**config.mk**
```make
export PLATFORM = sky130hd
export DESIGN_NAME = irq_ext_sense
export DESIGN_NICKNAME = d
export VERILOG_FILES = /design/src/irq_ext_pkg.sv /design/src/irq_ext_sense.sv
export SDC_FILE = /design/constraint.sdc
export NUM_CORES = 1
export LEC_CHECK = 0
export ABC_AREA = 1
export BUFFER_PORTS_ARGS = -buffer_cell sky130_fd_sc_hd__buf_2
export CORE_ASPECT_RATIO = 0.75
export CORE_UTILIZATION = 49
export DETAILED_ROUTE_END_ITERATION = 8
export PLACE_DENSITY = 0.75
export SYNTH_ARGS = -nofsm -noshare
export SYNTH_HDL_FRONTEND = slang
export SYNTH_SLANG_ARGS = --single-unit
```
**constraint.sdc**
```tcl
create_clock -name clk -period 0.9 [get_ports clk]
set_input_delay 0 -clock clk [delete_from_list [all_inputs] [get_ports clk]]
set_output_delay 0 -clock clk [all_outputs]
set_load 0.02 [all_outputs]
```
**src/irq_ext_pkg.sv**
```systemverilog
`default_nettype none
package irq_ext_pkg;
    // ------------------------------------------------------------
    // register map (byte addresses on the plain register port)
    // ------------------------------------------------------------
    localparam logic [7:0] OFF_SENSE_SELECT = 8'hF4;
    localparam logic [7:0] OFF_ENABLE = 8'hF5;
    localparam logic [7:0] OFF_STATUS_FLAGS = 8'hF6;
    localparam logic [7:0] OFF_PRIORITY_FIRST = 8'hF8;
    localparam logic [7:0] OFF_PRIORITY_SECOND = 8'hF9;
    // ------------------------------------------------------------
    // field layout and reset values
    // ------------------------------------------------------------
    localparam int NUM_SRC = 5;
    localparam logic [7:0] SRC_FIELD_MASK = 8'h1F;
    localparam logic [7:0] PRIO_SECOND_MASK = 8'hCA;
    localparam logic [7:0] RESET_VALUE = 8'h00;
    localparam logic SENSE_LEVEL = 1'b0;
    localparam logic SENSE_EDGE = 1'b1;

    typedef struct packed {
        logic [7:0] addr;
        logic [7:0] wdata;
        logic wr;
        logic rd;
    } reg_req_t;
endpackage
`default_nettype wire

```
**src/irq_ext_sense.sv**
```systemverilog
`timescale 1ns/100ps
`default_nettype none
module irq_ext_sense (
    // clock and reset
    input wire logic clk,
    input wire logic rst_b,
    // register port
    input wire irq_ext_pkg::reg_req_t reg_req,
    output logic [7:0] rdata,
    // external request pins, active low
    input wire logic [4:0] external_request_pin_b,
    // cpu exception logic
    input wire logic [4:0] exception_ack,
    output logic [4:0] irq_request,
    output logic [7:0] priority_first,
    output logic [7:0] priority_second
);
    // ------------------------------------------------------------
    // pin synchroniser
    // ------------------------------------------------------------
    logic [4:0] sync1_ff;
    logic [4:0] sync2_ff;
    logic [4:0] sync3_ff;
    logic [4:0] pin_low_ff;
    logic [4:0] nxt_pin_low;

    // pin level counts only once stages two and three agree
    always_comb begin
        nxt_pin_low = pin_low_ff;
        for (int i = 0; i < irq_ext_pkg::NUM_SRC; i++) begin
            if (sync2_ff[i] == sync3_ff[i]) begin
                nxt_pin_low[i] = ~sync3_ff[i];
            end
        end
    end

    always_ff @(posedge clk or negedge rst_b) begin
        if (!rst_b) begin
            sync1_ff <= 5'h1F;
            sync2_ff <= 5'h1F;
            sync3_ff <= 5'h1F;
            pin_low_ff <= 5'h00;
        end else begin
            sync1_ff <= external_request_pin_b;
            sync2_ff <= sync1_ff;
            sync3_ff <= sync2_ff;
            pin_low_ff <= nxt_pin_low;
        end
    end

    // falling pin edge: previous level high, new level low
    logic [4:0] fall_edge;
    assign fall_edge = nxt_pin_low & ~pin_low_ff;

    // ------------------------------------------------------------
    // control registers
    // ------------------------------------------------------------
    logic [4:0] source_sense_select_ff;
    logic [4:0] source_enable_bit_ff;
    logic [7:0] prio_first_ff;
    logic [7:0] prio_second_ff;
    logic wr_sense;
    logic wr_enable;
    logic wr_flags;
    logic rd_flags;

    assign wr_sense = reg_req.wr && reg_req.addr == irq_ext_pkg::OFF_SENSE_SELECT;
    assign wr_enable = reg_req.wr && reg_req.addr == irq_ext_pkg::OFF_ENABLE;
    assign wr_flags = reg_req.wr && reg_req.addr == irq_ext_pkg::OFF_STATUS_FLAGS;
    assign rd_flags = reg_req.rd && reg_req.addr == irq_ext_pkg::OFF_STATUS_FLAGS;

    always_ff @(posedge clk or negedge rst_b) begin
        if (!rst_b) begin
            source_sense_select_ff <= 5'h00;
            source_enable_bit_ff <= 5'h00;
            prio_first_ff <= irq_ext_pkg::RESET_VALUE;
            prio_second_ff <= irq_ext_pkg::RESET_VALUE;
        end else begin
            if (wr_sense) begin
                source_sense_select_ff <= reg_req.wdata[4:0];
            end
            if (wr_enable) begin
                source_enable_bit_ff <= reg_req.wdata[4:0];
            end
            if (reg_req.wr && reg_req.addr == irq_ext_pkg::OFF_PRIORITY_FIRST) begin
                prio_first_ff <= reg_req.wdata;
            end
            if (reg_req.wr && reg_req.addr == irq_ext_pkg::OFF_PRIORITY_SECOND) begin
                prio_second_ff <= reg_req.wdata & irq_ext_pkg::PRIO_SECOND_MASK;
            end
        end
    end

    // ------------------------------------------------------------
    // request flags
    // ------------------------------------------------------------
    logic [4:0] source_request_flag_ff;
    logic [4:0] read_armed_ff;
    logic [4:0] flag_set;
    logic [4:0] flag_clr;
    logic [4:0] nxt_flag;

    always_comb begin
        for (int i = 0; i < irq_ext_pkg::NUM_SRC; i++) begin
            if (source_sense_select_ff[i] == irq_ext_pkg::SENSE_LEVEL) begin
                flag_set[i] = nxt_pin_low[i];
                flag_clr[i] = exception_ack[i] && !nxt_pin_low[i];
            end else begin
                flag_set[i] = fall_edge[i];
                flag_clr[i] = exception_ack[i];
            end
            // only a 0 after an armed read clears; a 1 is ignored
            if (wr_flags && read_armed_ff[i] && !reg_req.wdata[i]) begin
                flag_clr[i] = 1'b1;
            end
        end
        // a new event in the clearing cycle wins over the clear
        nxt_flag = flag_set | (source_request_flag_ff & ~flag_clr);
    end

    always_ff @(posedge clk or negedge rst_b) begin
        if (!rst_b) begin
            source_request_flag_ff <= 5'h00;
        end else begin
            source_request_flag_ff <= nxt_flag;
        end
    end

    // a read while set arms the clear; the arm drops once the flag is gone
    always_ff @(posedge clk or negedge rst_b) begin
        if (!rst_b) begin
            read_armed_ff <= 5'h00;
        end else begin
            for (int i = 0; i < irq_ext_pkg::NUM_SRC; i++) begin
                if (rd_flags && source_request_flag_ff[i]) begin
                    read_armed_ff[i] <= 1'b1;
                end else if (!nxt_flag[i]) begin
                    read_armed_ff[i] <= 1'b0;
                end
            end
        end
    end

    // ------------------------------------------------------------
    // outputs and read data
    // ------------------------------------------------------------
    logic [7:0] nxt_rdata;

    always_comb begin
        case (reg_req.addr)
            irq_ext_pkg::OFF_SENSE_SELECT: nxt_rdata = {3'h0, source_sense_select_ff};
            irq_ext_pkg::OFF_ENABLE: nxt_rdata = {3'h0, source_enable_bit_ff};
            irq_ext_pkg::OFF_STATUS_FLAGS: nxt_rdata = {3'h0, source_request_flag_ff};
            irq_ext_pkg::OFF_PRIORITY_FIRST: nxt_rdata = prio_first_ff;
            irq_ext_pkg::OFF_PRIORITY_SECOND: nxt_rdata = prio_second_ff;
            default: nxt_rdata = 8'h00;
        endcase
    end

    always_ff @(posedge clk or negedge rst_b) begin
        if (!rst_b) begin
            rdata <= 8'h00;
        end else begin
            rdata <= reg_req.rd ? nxt_rdata : 8'h00;
        end
    end

    // registered so outputs come straight from flops; priorities lag one cycle, irq_request is built from nxt_flag so it does not lag the flags
    always_ff @(posedge clk or negedge rst_b) begin
        if (!rst_b) begin
            irq_request <= 5'h00;
            priority_first <= 8'h00;
            priority_second <= 8'h00;
        end else begin
            irq_request <= nxt_flag & source_enable_bit_ff;
            priority_first <= prio_first_ff;
            priority_second <= prio_second_ff;
        end
    end

    // ------------------------------------------------------------
    // checks
    // ------------------------------------------------------------
    // per-source terms; vector checks cover all five sources, not one sample bit
    logic [4:0] hold_flag;
    logic [4:0] ack_edge;
    logic [4:0] ack_level_low;
    logic [4:0] ack_level_high;
    logic [4:0] soft_clear;
    logic [4:0] edge_idle;
    logic [4:0] edge_hit;
    logic [4:0] level_low;

    assign hold_flag = source_request_flag_ff & ~read_armed_ff & ~exception_ack;
    assign ack_edge = source_sense_select_ff & exception_ack & ~fall_edge;
    assign ack_level_low = ~source_sense_select_ff & exception_ack & nxt_pin_low;
    assign ack_level_high = ~source_sense_select_ff & exception_ack & ~nxt_pin_low;
    assign soft_clear = {5{wr_flags}} & read_armed_ff & ~reg_req.wdata[4:0] & ~flag_set;
    assign edge_idle = source_sense_select_ff & ~source_request_flag_ff & ~fall_edge;
    assign edge_hit = source_sense_select_ff & fall_edge;
    assign level_low = ~source_sense_select_ff & nxt_pin_low;

    level_set_a: assert property (@(posedge clk) disable iff (!rst_b)
        (!source_sense_select_ff[0] && nxt_pin_low[0]) |=> source_request_flag_ff[0])
        else $error("level source 0 low but flag not set");

    edge_set_a: assert property (@(posedge clk) disable iff (!rst_b)
        (source_sense_select_ff[1] && fall_edge[1]) |=> source_request_flag_ff[1])
        else $error("edge on source 1 did not set flag");

    unarmed_clear_a: assert property (@(posedge clk) disable iff (!rst_b)
        (|hold_flag) |=> ((source_request_flag_ff & $past(hold_flag)) == $past(hold_flag)))
        else $error("flag cleared without prior read");

    level_ack_a: assert property (@(posedge clk) disable iff (!rst_b)
        (!source_sense_select_ff[0] && exception_ack[0] && !nxt_pin_low[0])
        |=> !source_request_flag_ff[0])
        else $error("level flag 0 not cleared by exception");

    edge_ack_a: assert property (@(posedge clk) disable iff (!rst_b)
        (|ack_edge) |=> ((source_request_flag_ff & $past(ack_edge)) == 5'h00))
        else $error("edge flag not cleared by exception");

    write_one_a: assert property (@(posedge clk) disable iff (!rst_b)
        (wr_flags && reg_req.wdata[4] && !exception_ack[4] && !source_request_flag_ff[4]
        && !flag_set[4]) |=> !source_request_flag_ff[4])
        else $error("writing 1 set flag 4");

    request_gate_a: assert property (@(posedge clk) disable iff (!rst_b)
        irq_request == $past(nxt_flag & source_enable_bit_ff))
        else $error("request does not follow flag and enable");

    prio_second_a: assert property (@(posedge clk) disable iff (!rst_b)
        (prio_second_ff & ~irq_ext_pkg::PRIO_SECOND_MASK) == 8'h00)
        else $error("unimplemented second priority bit set");

    // ------------------------------------------------------------
    // checks: pin sampling
    // ------------------------------------------------------------
    sync_agree_a: assert property (@(posedge clk) disable iff (!rst_b)
        ((pin_low_ff ^ $past(pin_low_ff)) & ($past(sync2_ff) ^ $past(sync3_ff))) == 5'h00)
        else $error("pin level taken before stages agreed");

    sync_high_a: assert property (@(posedge clk) disable iff (!rst_b)
        (pin_low_ff & $past(sync2_ff) & $past(sync3_ff)) == 5'h00)
        else $error("pin seen low although both stages high");

    fall_held_a: assert property (@(posedge clk) disable iff (!rst_b)
        (|fall_edge) |=> ((pin_low_ff & $past(fall_edge)) == $past(fall_edge)))
        else $error("falling edge not kept as low level");

    // ------------------------------------------------------------
    // checks: flag setting and clearing
    // ------------------------------------------------------------
    level_all_a: assert property (@(posedge clk) disable iff (!rst_b)
        (|level_low) |=> ((source_request_flag_ff & $past(level_low)) == $past(level_low)))
        else $error("level source low but flag not set");

    edge_all_a: assert property (@(posedge clk) disable iff (!rst_b)
        (|edge_hit) |=> ((source_request_flag_ff & $past(edge_hit)) == $past(edge_hit)))
        else $error("falling edge did not set flag");

    edge_quiet_a: assert property (@(posedge clk) disable iff (!rst_b)
        (|edge_idle) |=> ((source_request_flag_ff & $past(edge_idle)) == 5'h00))
        else $error("edge flag set without a falling edge");

    flag_rise_a: assert property (@(posedge clk) disable iff (!rst_b)
        (source_request_flag_ff & ~$past(source_request_flag_ff | flag_set)) == 5'h00)
        else $error("flag rose without a pin event");

    arm_by_read_a: assert property (@(posedge clk) disable iff (!rst_b)
        (|(read_armed_ff & ~$past(read_armed_ff))) |-> $past(rd_flags))
        else $error("clear armed without a flag read");

    armed_clear_a: assert property (@(posedge clk) disable iff (!rst_b)
        (|soft_clear) |=> ((source_request_flag_ff & $past(soft_clear)) == 5'h00))
        else $error("armed zero write did not clear flag");

    level_hold_a: assert property (@(posedge clk) disable iff (!rst_b)
        (|ack_level_low)
        |=> ((source_request_flag_ff & $past(ack_level_low)) == $past(ack_level_low)))
        else $error("level flag cleared while pin still low");

    level_clear_a: assert property (@(posedge clk) disable iff (!rst_b)
        (|ack_level_high) |=> ((source_request_flag_ff & $past(ack_level_high)) == 5'h00))
        else $error("level flag kept after exception with pin high");

    flag_read_a: assert property (@(posedge clk) disable iff (!rst_b)
        $past(rd_flags) |-> (rdata == {3'h0, $past(source_request_flag_ff)}))
        else $error("flag read does not show the flags");

    // ------------------------------------------------------------
    // checks: control registers and outputs
    // ------------------------------------------------------------
    sense_write_a: assert property (@(posedge clk) disable iff (!rst_b)
        wr_sense |=> (source_sense_select_ff == $past(reg_req.wdata[4:0])))
        else $error("sense select write lost");

    enable_write_a: assert property (@(posedge clk) disable iff (!rst_b)
        wr_enable |=> (source_enable_bit_ff == $past(reg_req.wdata[4:0])))
        else $error("enable write lost");

    enable_read_a: assert property (@(posedge clk) disable iff (!rst_b)
        ($past(reg_req.rd) && $past(reg_req.addr) == irq_ext_pkg::OFF_ENABLE)
        |-> (rdata == {3'h0, $past(source_enable_bit_ff)}))
        else $error("enable read does not show bits 4 to 0");

    enable_gate_a: assert property (@(posedge clk) disable iff (!rst_b)
        (irq_request & ~$past(source_enable_bit_ff)) == 5'h00)
        else $error("request raised for a disabled source");

    prio_write_a: assert property (@(posedge clk) disable iff (!rst_b)
        (reg_req.wr && reg_req.addr == irq_ext_pkg::OFF_PRIORITY_FIRST)
        |=> (prio_first_ff == $past(reg_req.wdata)))
        else $error("first priority write lost");

    prio_mask_a: assert property (@(posedge clk) disable iff (!rst_b)
        (reg_req.wr && reg_req.addr == irq_ext_pkg::OFF_PRIORITY_SECOND)
        |=> (prio_second_ff == ($past(reg_req.wdata) & irq_ext_pkg::PRIO_SECOND_MASK)))
        else $error("second priority write not masked");

    prio_copy_a: assert property (@(posedge clk) disable iff (!rst_b)
        (priority_first == $past(prio_first_ff))
        && (priority_second == $past(prio_second_ff)))
        else $error("priority outputs do not follow registers");

    // no disable here: this one watches the reset itself, from its second edge
    reset_clear_a: assert property (@(posedge clk)
        (!rst_b && !$past(rst_b)) |-> (irq_request == 5'h00 && rdata == 8'h00
        && source_request_flag_ff == 5'h00 && source_enable_bit_ff == 5'h00
        && source_sense_select_ff == 5'h00 && read_armed_ff == 5'h00
        && prio_first_ff == 8'h00 && prio_second_ff == 8'h00))
        else $error("state not cleared during reset");
endmodule
`default_nettype wire

```
==> impl_metrics.ini, run 1 <==
[timing]
finalHoldViolations = 0
min_period_over_period_pct = 123
rsz0062_at_grt = yes
whs_ps = 119
setup_violations = 19
maxSlewViolCount = 0
setup_ws_ps = -205
min_period_ps = 1100
fin_skew_ps = 14.4
fmax_mhz = 905
setup_tns_ps = -2060

[critical_path]
setup.worst_path.end_class = flip-flop
worstSetupPathType = flip-flop to flip-flop
ff2ff_path_depth = 7
path_delay_family = flip-flops
path_buf_inv = 0
cp_common_cell = nand2_1
timing.rr.start = sync2_ff[0]
slowest_stage = dfstp_2
crit_arrival_ps = 1340
worstPathCellList = nand2_1 > nand2_1 > o21ai_2 > nand2_2 > nand2_2 > nand2_1 > nand2_1
required_ps = 1140
rrSetupSlack_ps = -200
startpoint_type = flip-flop
critPathMaxFanout = 3
critPathMaxStageDelay_ps = 540
crit_cells = 7
rr_endpoint = read_armed_ff[0]

[floorplan]
core_area_um2 = 5920
io_pins = 59
die_w_um = 93.2
initial_core_util_pct = 51.7
dieHeight_um = 70.4
rows = 24
fp.dieArea_um2 = 6560

[routing]
route.detailed.drc = 0
vias_per_cell = 4.81
firstDrtPassIters = 4
wl_mm = 6.35
drt_iter0_markers = 89
wl_per_cell_um = 12.7
vias = 2402
ant_nets = 0

[clock_network]
htreeDepth = 3
root_buffer = clkbuf_8
cts_inserted_buffers = 9
cts_max_path_buffers = 2
cts.sinks = 77
cts_tree = built
clk_pin_slew_ps = 70
clk_latency_ps = 350

[logic_synthesis]
synth_edf_count = 0
synth_common_cells = nand2_1, dfrtp_1, inv_1, nor2_1, o21ai_0
seq_area_frac_synth_pct = 63.6
synth_top_cells_by_area = dfrtp_1, dfstp_2, nand2_1
syn_inst = 308
yosysMostFrequentCell = nand2_1
synth_warnings = 0
yosysTopAreaCell = dfrtp_1
synth_top_area_share_pct = 50.7
syn_area_um2 = 3060
async_reset_ff_share_pct = 100
ys_ff_latch = 77
synthFlopType = dfrtp_1
synth.distinct_cells = 25
synth_area_per_cell_um2 = 9.93

[flow_run]
maxCapViolCount = 0

[outcome]
status = finished, violations left
violations = setup timing

[finish]
finish.utilization_pct = 70.5
top_regs = prio_first_ff (8), priority_first (8), rdata (8)
drive_above_1_share_pct = 38.7
area_growth_pct = 36.5
nets = 446
diodes = 0

[placed_design]
place_hpwl_mm = 4.36
globalplace.congestion = 0.828
port-buffer-count = 54

[global_routing]
antenna_found_initial = 0
grt_usage_pct = 21.2
grt_pass1_vias = 2251
grt_overflow = 0
grt_pass1_wl_mm = 10.4
grt_max_degree = 78

[power]
p_leak_nw = 2.10
ir_drop_v = 0.00104
power_density_nw_per_um2 = 1740

[worst_hold_path]
min_path_cells = 4
min_path_type = input port to flip-flop
holdCritStartpoint = reg_req[1]
hold_end = prio_first_ff[5]
==> worst register-to-register path: stages, from the launching register on <==
cell	delay (ps)
dfstp_2	540
nand2_1	50
nand2_1	70
o21ai_2	80
nand2_2	90
nand2_2	60
nand2_1	60
nand2_1	50
==> report_power, final <==
group          switching, W  internal (W)  total (W)
registers          0.000123       0.00369    0.00382
clock network       0.00124       0.00137    0.00261
logic              0.000479      0.000374   0.000854
==> per-stage QoR <==
step                      setup WS (ps)  instance area, µm²  power [W]  cells
after CTS                          -191                4000    0.00726    493
after global placement             -159                3540    0.00450    453
after floorplan                   -95.3                3070    0.00420    311
after global routing               -277                4170    0.00761    499
final                              -205                4170    0.00728    499
after detailed placement           -203                3540    0.00452    453
==> cell type report <==
class                      count  area [µm²]
multi-input combinational    192        1030
tap                           78        97.6
clock buffer                  10         138
fill                         447        1740
sequential                    77        1950
clock inverter                 6        70.1
inverter                      34         130
timing repair buffer         102         758
==> worst max path at each step <==
stage | start | endpoint | slack, ps
3_3_place_gp | reg_req[16] | read_armed_ff[3] | -160
5_1_grt | sync2_ff[4] | read_armed_ff[4] | -280
3_5_place_dp | reg_req[16] | rdata[2] | -200
6_report | sync2_ff[0] | read_armed_ff[0] | -200
2_1_floorplan | sync2_ff[0] | read_armed_ff[0] | -100
4_1_cts | sync2_ff[3] | read_armed_ff[3] | -190
==> logic make-up (layout without fill, tap and decap cells) <==
logic type      count (synthesis)  after routing  synth area share, %
flops                          77             77                 63.6
other cells                     1              4                0.123
simple gates                  152            152                 23.1
compound gates                 36             36                 6.87
buf+inv                        42            152                 6.26
==> repair_timing <==
item                                    4_1_cts  5_1_grt
endpoints found under the setup margin       18       29
hold buffers                                 21        0
pin swaps                                    15       21
resized for setup                             6       40
buffers inserted                              3        6
hold endpoints to repair                    114        0
==> routing by layer <==
layer / track usage (%) / vias to the layer above / part of all wire [%]
li1: - / 1180 / -
met1: 29.2 / 1150 / 48
met2: 31.9 / 59 / 46
met3: 6.21 / 13 / 4.1
met4: 7.69 / 0 / 1.9
met5: 0 / - / 0
==> cell usage in the layout, fill, tap and decap left out <==
cell	n
nor2_1	19
buf_4	25
buf_6	8
o21ai_2	10
clkinvlp_4	3
nand4_1	5
inv_6	1
clkbuf_8	10
nand3_1	13
o21ai_0	14
a21oi_2	4
inv_2	2
buf_12	2
clkinv_4	1
dfrtp_1	62
nor2_4	5
nor2_2	6
nor2_8	1
nand2_2	11
bufinv_16	1
inv_4	1
a21oi_1	1
nand3_2	7
nand3_4	2
nand2_1	82
o21bai_2	1
buf_2	46
nand2_4	1
conb_1	4
dlygate4sd3_1	21
dfstp_2	15
o21ai_1	4
o21a_1	2
inv_1	31
No activity file was read; power rests on OpenSTA's default activity.
==> run 2, diff against run 1 <==
--- a/config.mk
+++ b/config.mk
@@ -10,7 +10,8 @@
 export CORE_ASPECT_RATIO = 0.75
 export CORE_UTILIZATION = 49
 export DETAILED_ROUTE_END_ITERATION = 8
-export PLACE_DENSITY = 0.75
+export PLACE_DENSITY_LB_ADDON = 0.05
+export SLEW_MARGIN = 20
 export SYNTH_ARGS = -nofsm -noshare
 export SYNTH_HDL_FRONTEND = slang
 export SYNTH_SLANG_ARGS = --single-unit
==> run 2 against run 1 <==
Against the previous run: the flow still finishes with violations (setup timing); highest routed layer unchanged; clock power is 3% lower; non-clock buffer count stayed put; flip-flop and latch count stayed put.
==> impl_metrics.ini, run 2 (synthesis results as in run 1) <==
[clock_network]
cts.sinks = 77
cts_tree = built
clk_latency_ps = 350
root_buffer = clkbuf_8
cts_max_path_buffers = 2
clk_pin_slew_ps = 70
htreeDepth = 3
cts_inserted_buffers = 9

[critical_path]
crit_arrival_ps = 1350
required_ps = 1140
timing.rr.start = sync2_ff[0]
startpoint_type = flip-flop
critPathMaxFanout = 3
cp-startpoint = sync2_ff[0]
setup.worst_path.end_class = flip-flop
worstSetupPathType = flip-flop to flip-flop
ff2ff_path_depth = 6

[timing]
fin_skew_ps = 7.55
maxSlewViolCount = 0
setup_ws_ps = -217
fmax_mhz = 895
min_period_over_period_pct = 124
setup_violations = 17
setup_tns_ps = -2190
min_period_ps = 1120
finalHoldViolations = 0
rsz0062_at_grt = yes

[finish]
final_area_um2 = 4180
final_common_cell = nand2_1
area_growth_pct = 36.8
top_regs = prio_first_ff (8), priority_first (8), rdata (8)
drive_above_1_share_pct = 38.7
nets = 446
finish.utilization_pct = 70.7
final_cell_mix = nand2_1, dfrtp_1, buf_2
diodes = 0

[global_routing]
grt_overflow = 0
grt_pass1_wl_mm = 10.6
grt_max_degree = 35
grt_usage_pct = 21.6
grt_pass1_vias = 2262
antenna_found_initial = 0

[placed_design]
globalplace.congestion = 0.790
port-buffer-count = 54
place_hpwl_mm = 4.39
dp_slack_ps = -206
postPlaceCellArea_um2 = 3560

[routing]
vias = 2363
wl_per_cell_um = 13.0
firstDrtPassIters = 4
route.detailed.drc = 0
drt_iter0_markers = 127
vias_per_cell = 4.74
wl_mm = 6.49
ant_nets = 0

[power]
power_density_nw_per_um2 = 1720
p_sw_share_pct = 24.7
p_leak_nw = 2.10
fin_total_pwr_w = 0.00721
switching_power_w = 0.00178
clkPwrFrac_pct = 35.0
p_int_w = 0.00543
combinationalPowerShare_pct = 12.1
sequentialPowerShare_pct = 52.9
ir_drop_v = 0.00129

[floorplan]
fp.dieArea_um2 = 6560
dieHeight_um = 70.4
rows = 24
core_area_um2 = 5920
initial_core_util_pct = 51.7
io_pins = 59
die_w_um = 93.2

[outcome]
violations = setup timing
status = finished, violations left

[worst_hold_path]
min_path_type = input port to asynchronous set/reset pin

[flow_run]
maxCapViolCount = 0
run 2: changes by cell type in the layout (fill, tap and decap cells not counted), moves of 2 or more:
cell,previous run,this run
buf_12,2,4
buf_6,8,6
clkbuf_1,0,2
nand2_1,82,79
nand2_2,11,14
nor2_1,19,21
nor2_2,6,4
run 2: cell type report:
type | count | area [µm²]
clock inverter | 4 | 50.0
inverter | 34 | 130
multi-input combinational | 192 | 1040
clock buffer | 12 | 145
timing repair buffer | 102 | 773
tap | 78 | 97.6
fill | 457 | 1730
sequential | 77 | 1950
run 2: critical path: stages (launching register included):
cell and delay, ps:
dfstp_2 550, nand2_1 50, nand2_1 70, o21ai_2 70, nand2_2 100, buf_4 120, a21oi_2 50
run 2: layer usage:
layer / share of wire [%] / up-vias / GRT usage, %
li1: - / 1175 / -
met1: 46 / 1119 / 29.6
met2: 48 / 61 / 33.4
met3: 4.4 / 8 / 7.41
met4: 1.3 / 0 / 4.79
met5: 0 / - / 0
run 2: timing repair:
item / in CTS / in global routing
gates resized for setup: 5 / 40
endpoints found under the hold margin: 111 / 0
pin swaps: 11 / 13
setup endpoints to repair: 17 / 28
buffers inserted: 5 / 5
hold buffers: 21 / 0
cloned: 0 / 0
run 2: path summary, 6_finish.rpt:
check                                             to  slack, ps
max                                   irq_request[0]       -220
min                               priority_second[7]         40
min in group clk           source_request_flag_ff[2]         60
min reg2reg                              sync2_ff[4]        360
max reg2reg                           irq_request[0]       -220
max in group asynchronous                sync3_ff[4]        370
run 2: power by group through the flow:
| stage | Clock, W | Sequential [W] | Combinational [W] |
|---|---|---|---|
| floorplan | 0 | 0.00392 | 0.000283 |
| global placement | 0 | 0.00386 | 0.000658 |
| detailed placement | 0 | 0.00387 | 0.000666 |
| CTS | 0.00260 | 0.00380 | 0.000773 |
| global route | 0.00273 | 0.00384 | 0.000959 |
| finish | 0.00253 | 0.00381 | 0.000872 |
run 2: stage by stage:
stage | instances | hold WS, ps
2_1_floorplan | 311 | -296
3_3_place_gp | 453 | -135
3_5_place_dp | 453 | -136
4_1_cts | 495 | 44.1
5_1_grt | 499 | 46.6
6_report | 499 | 44.3
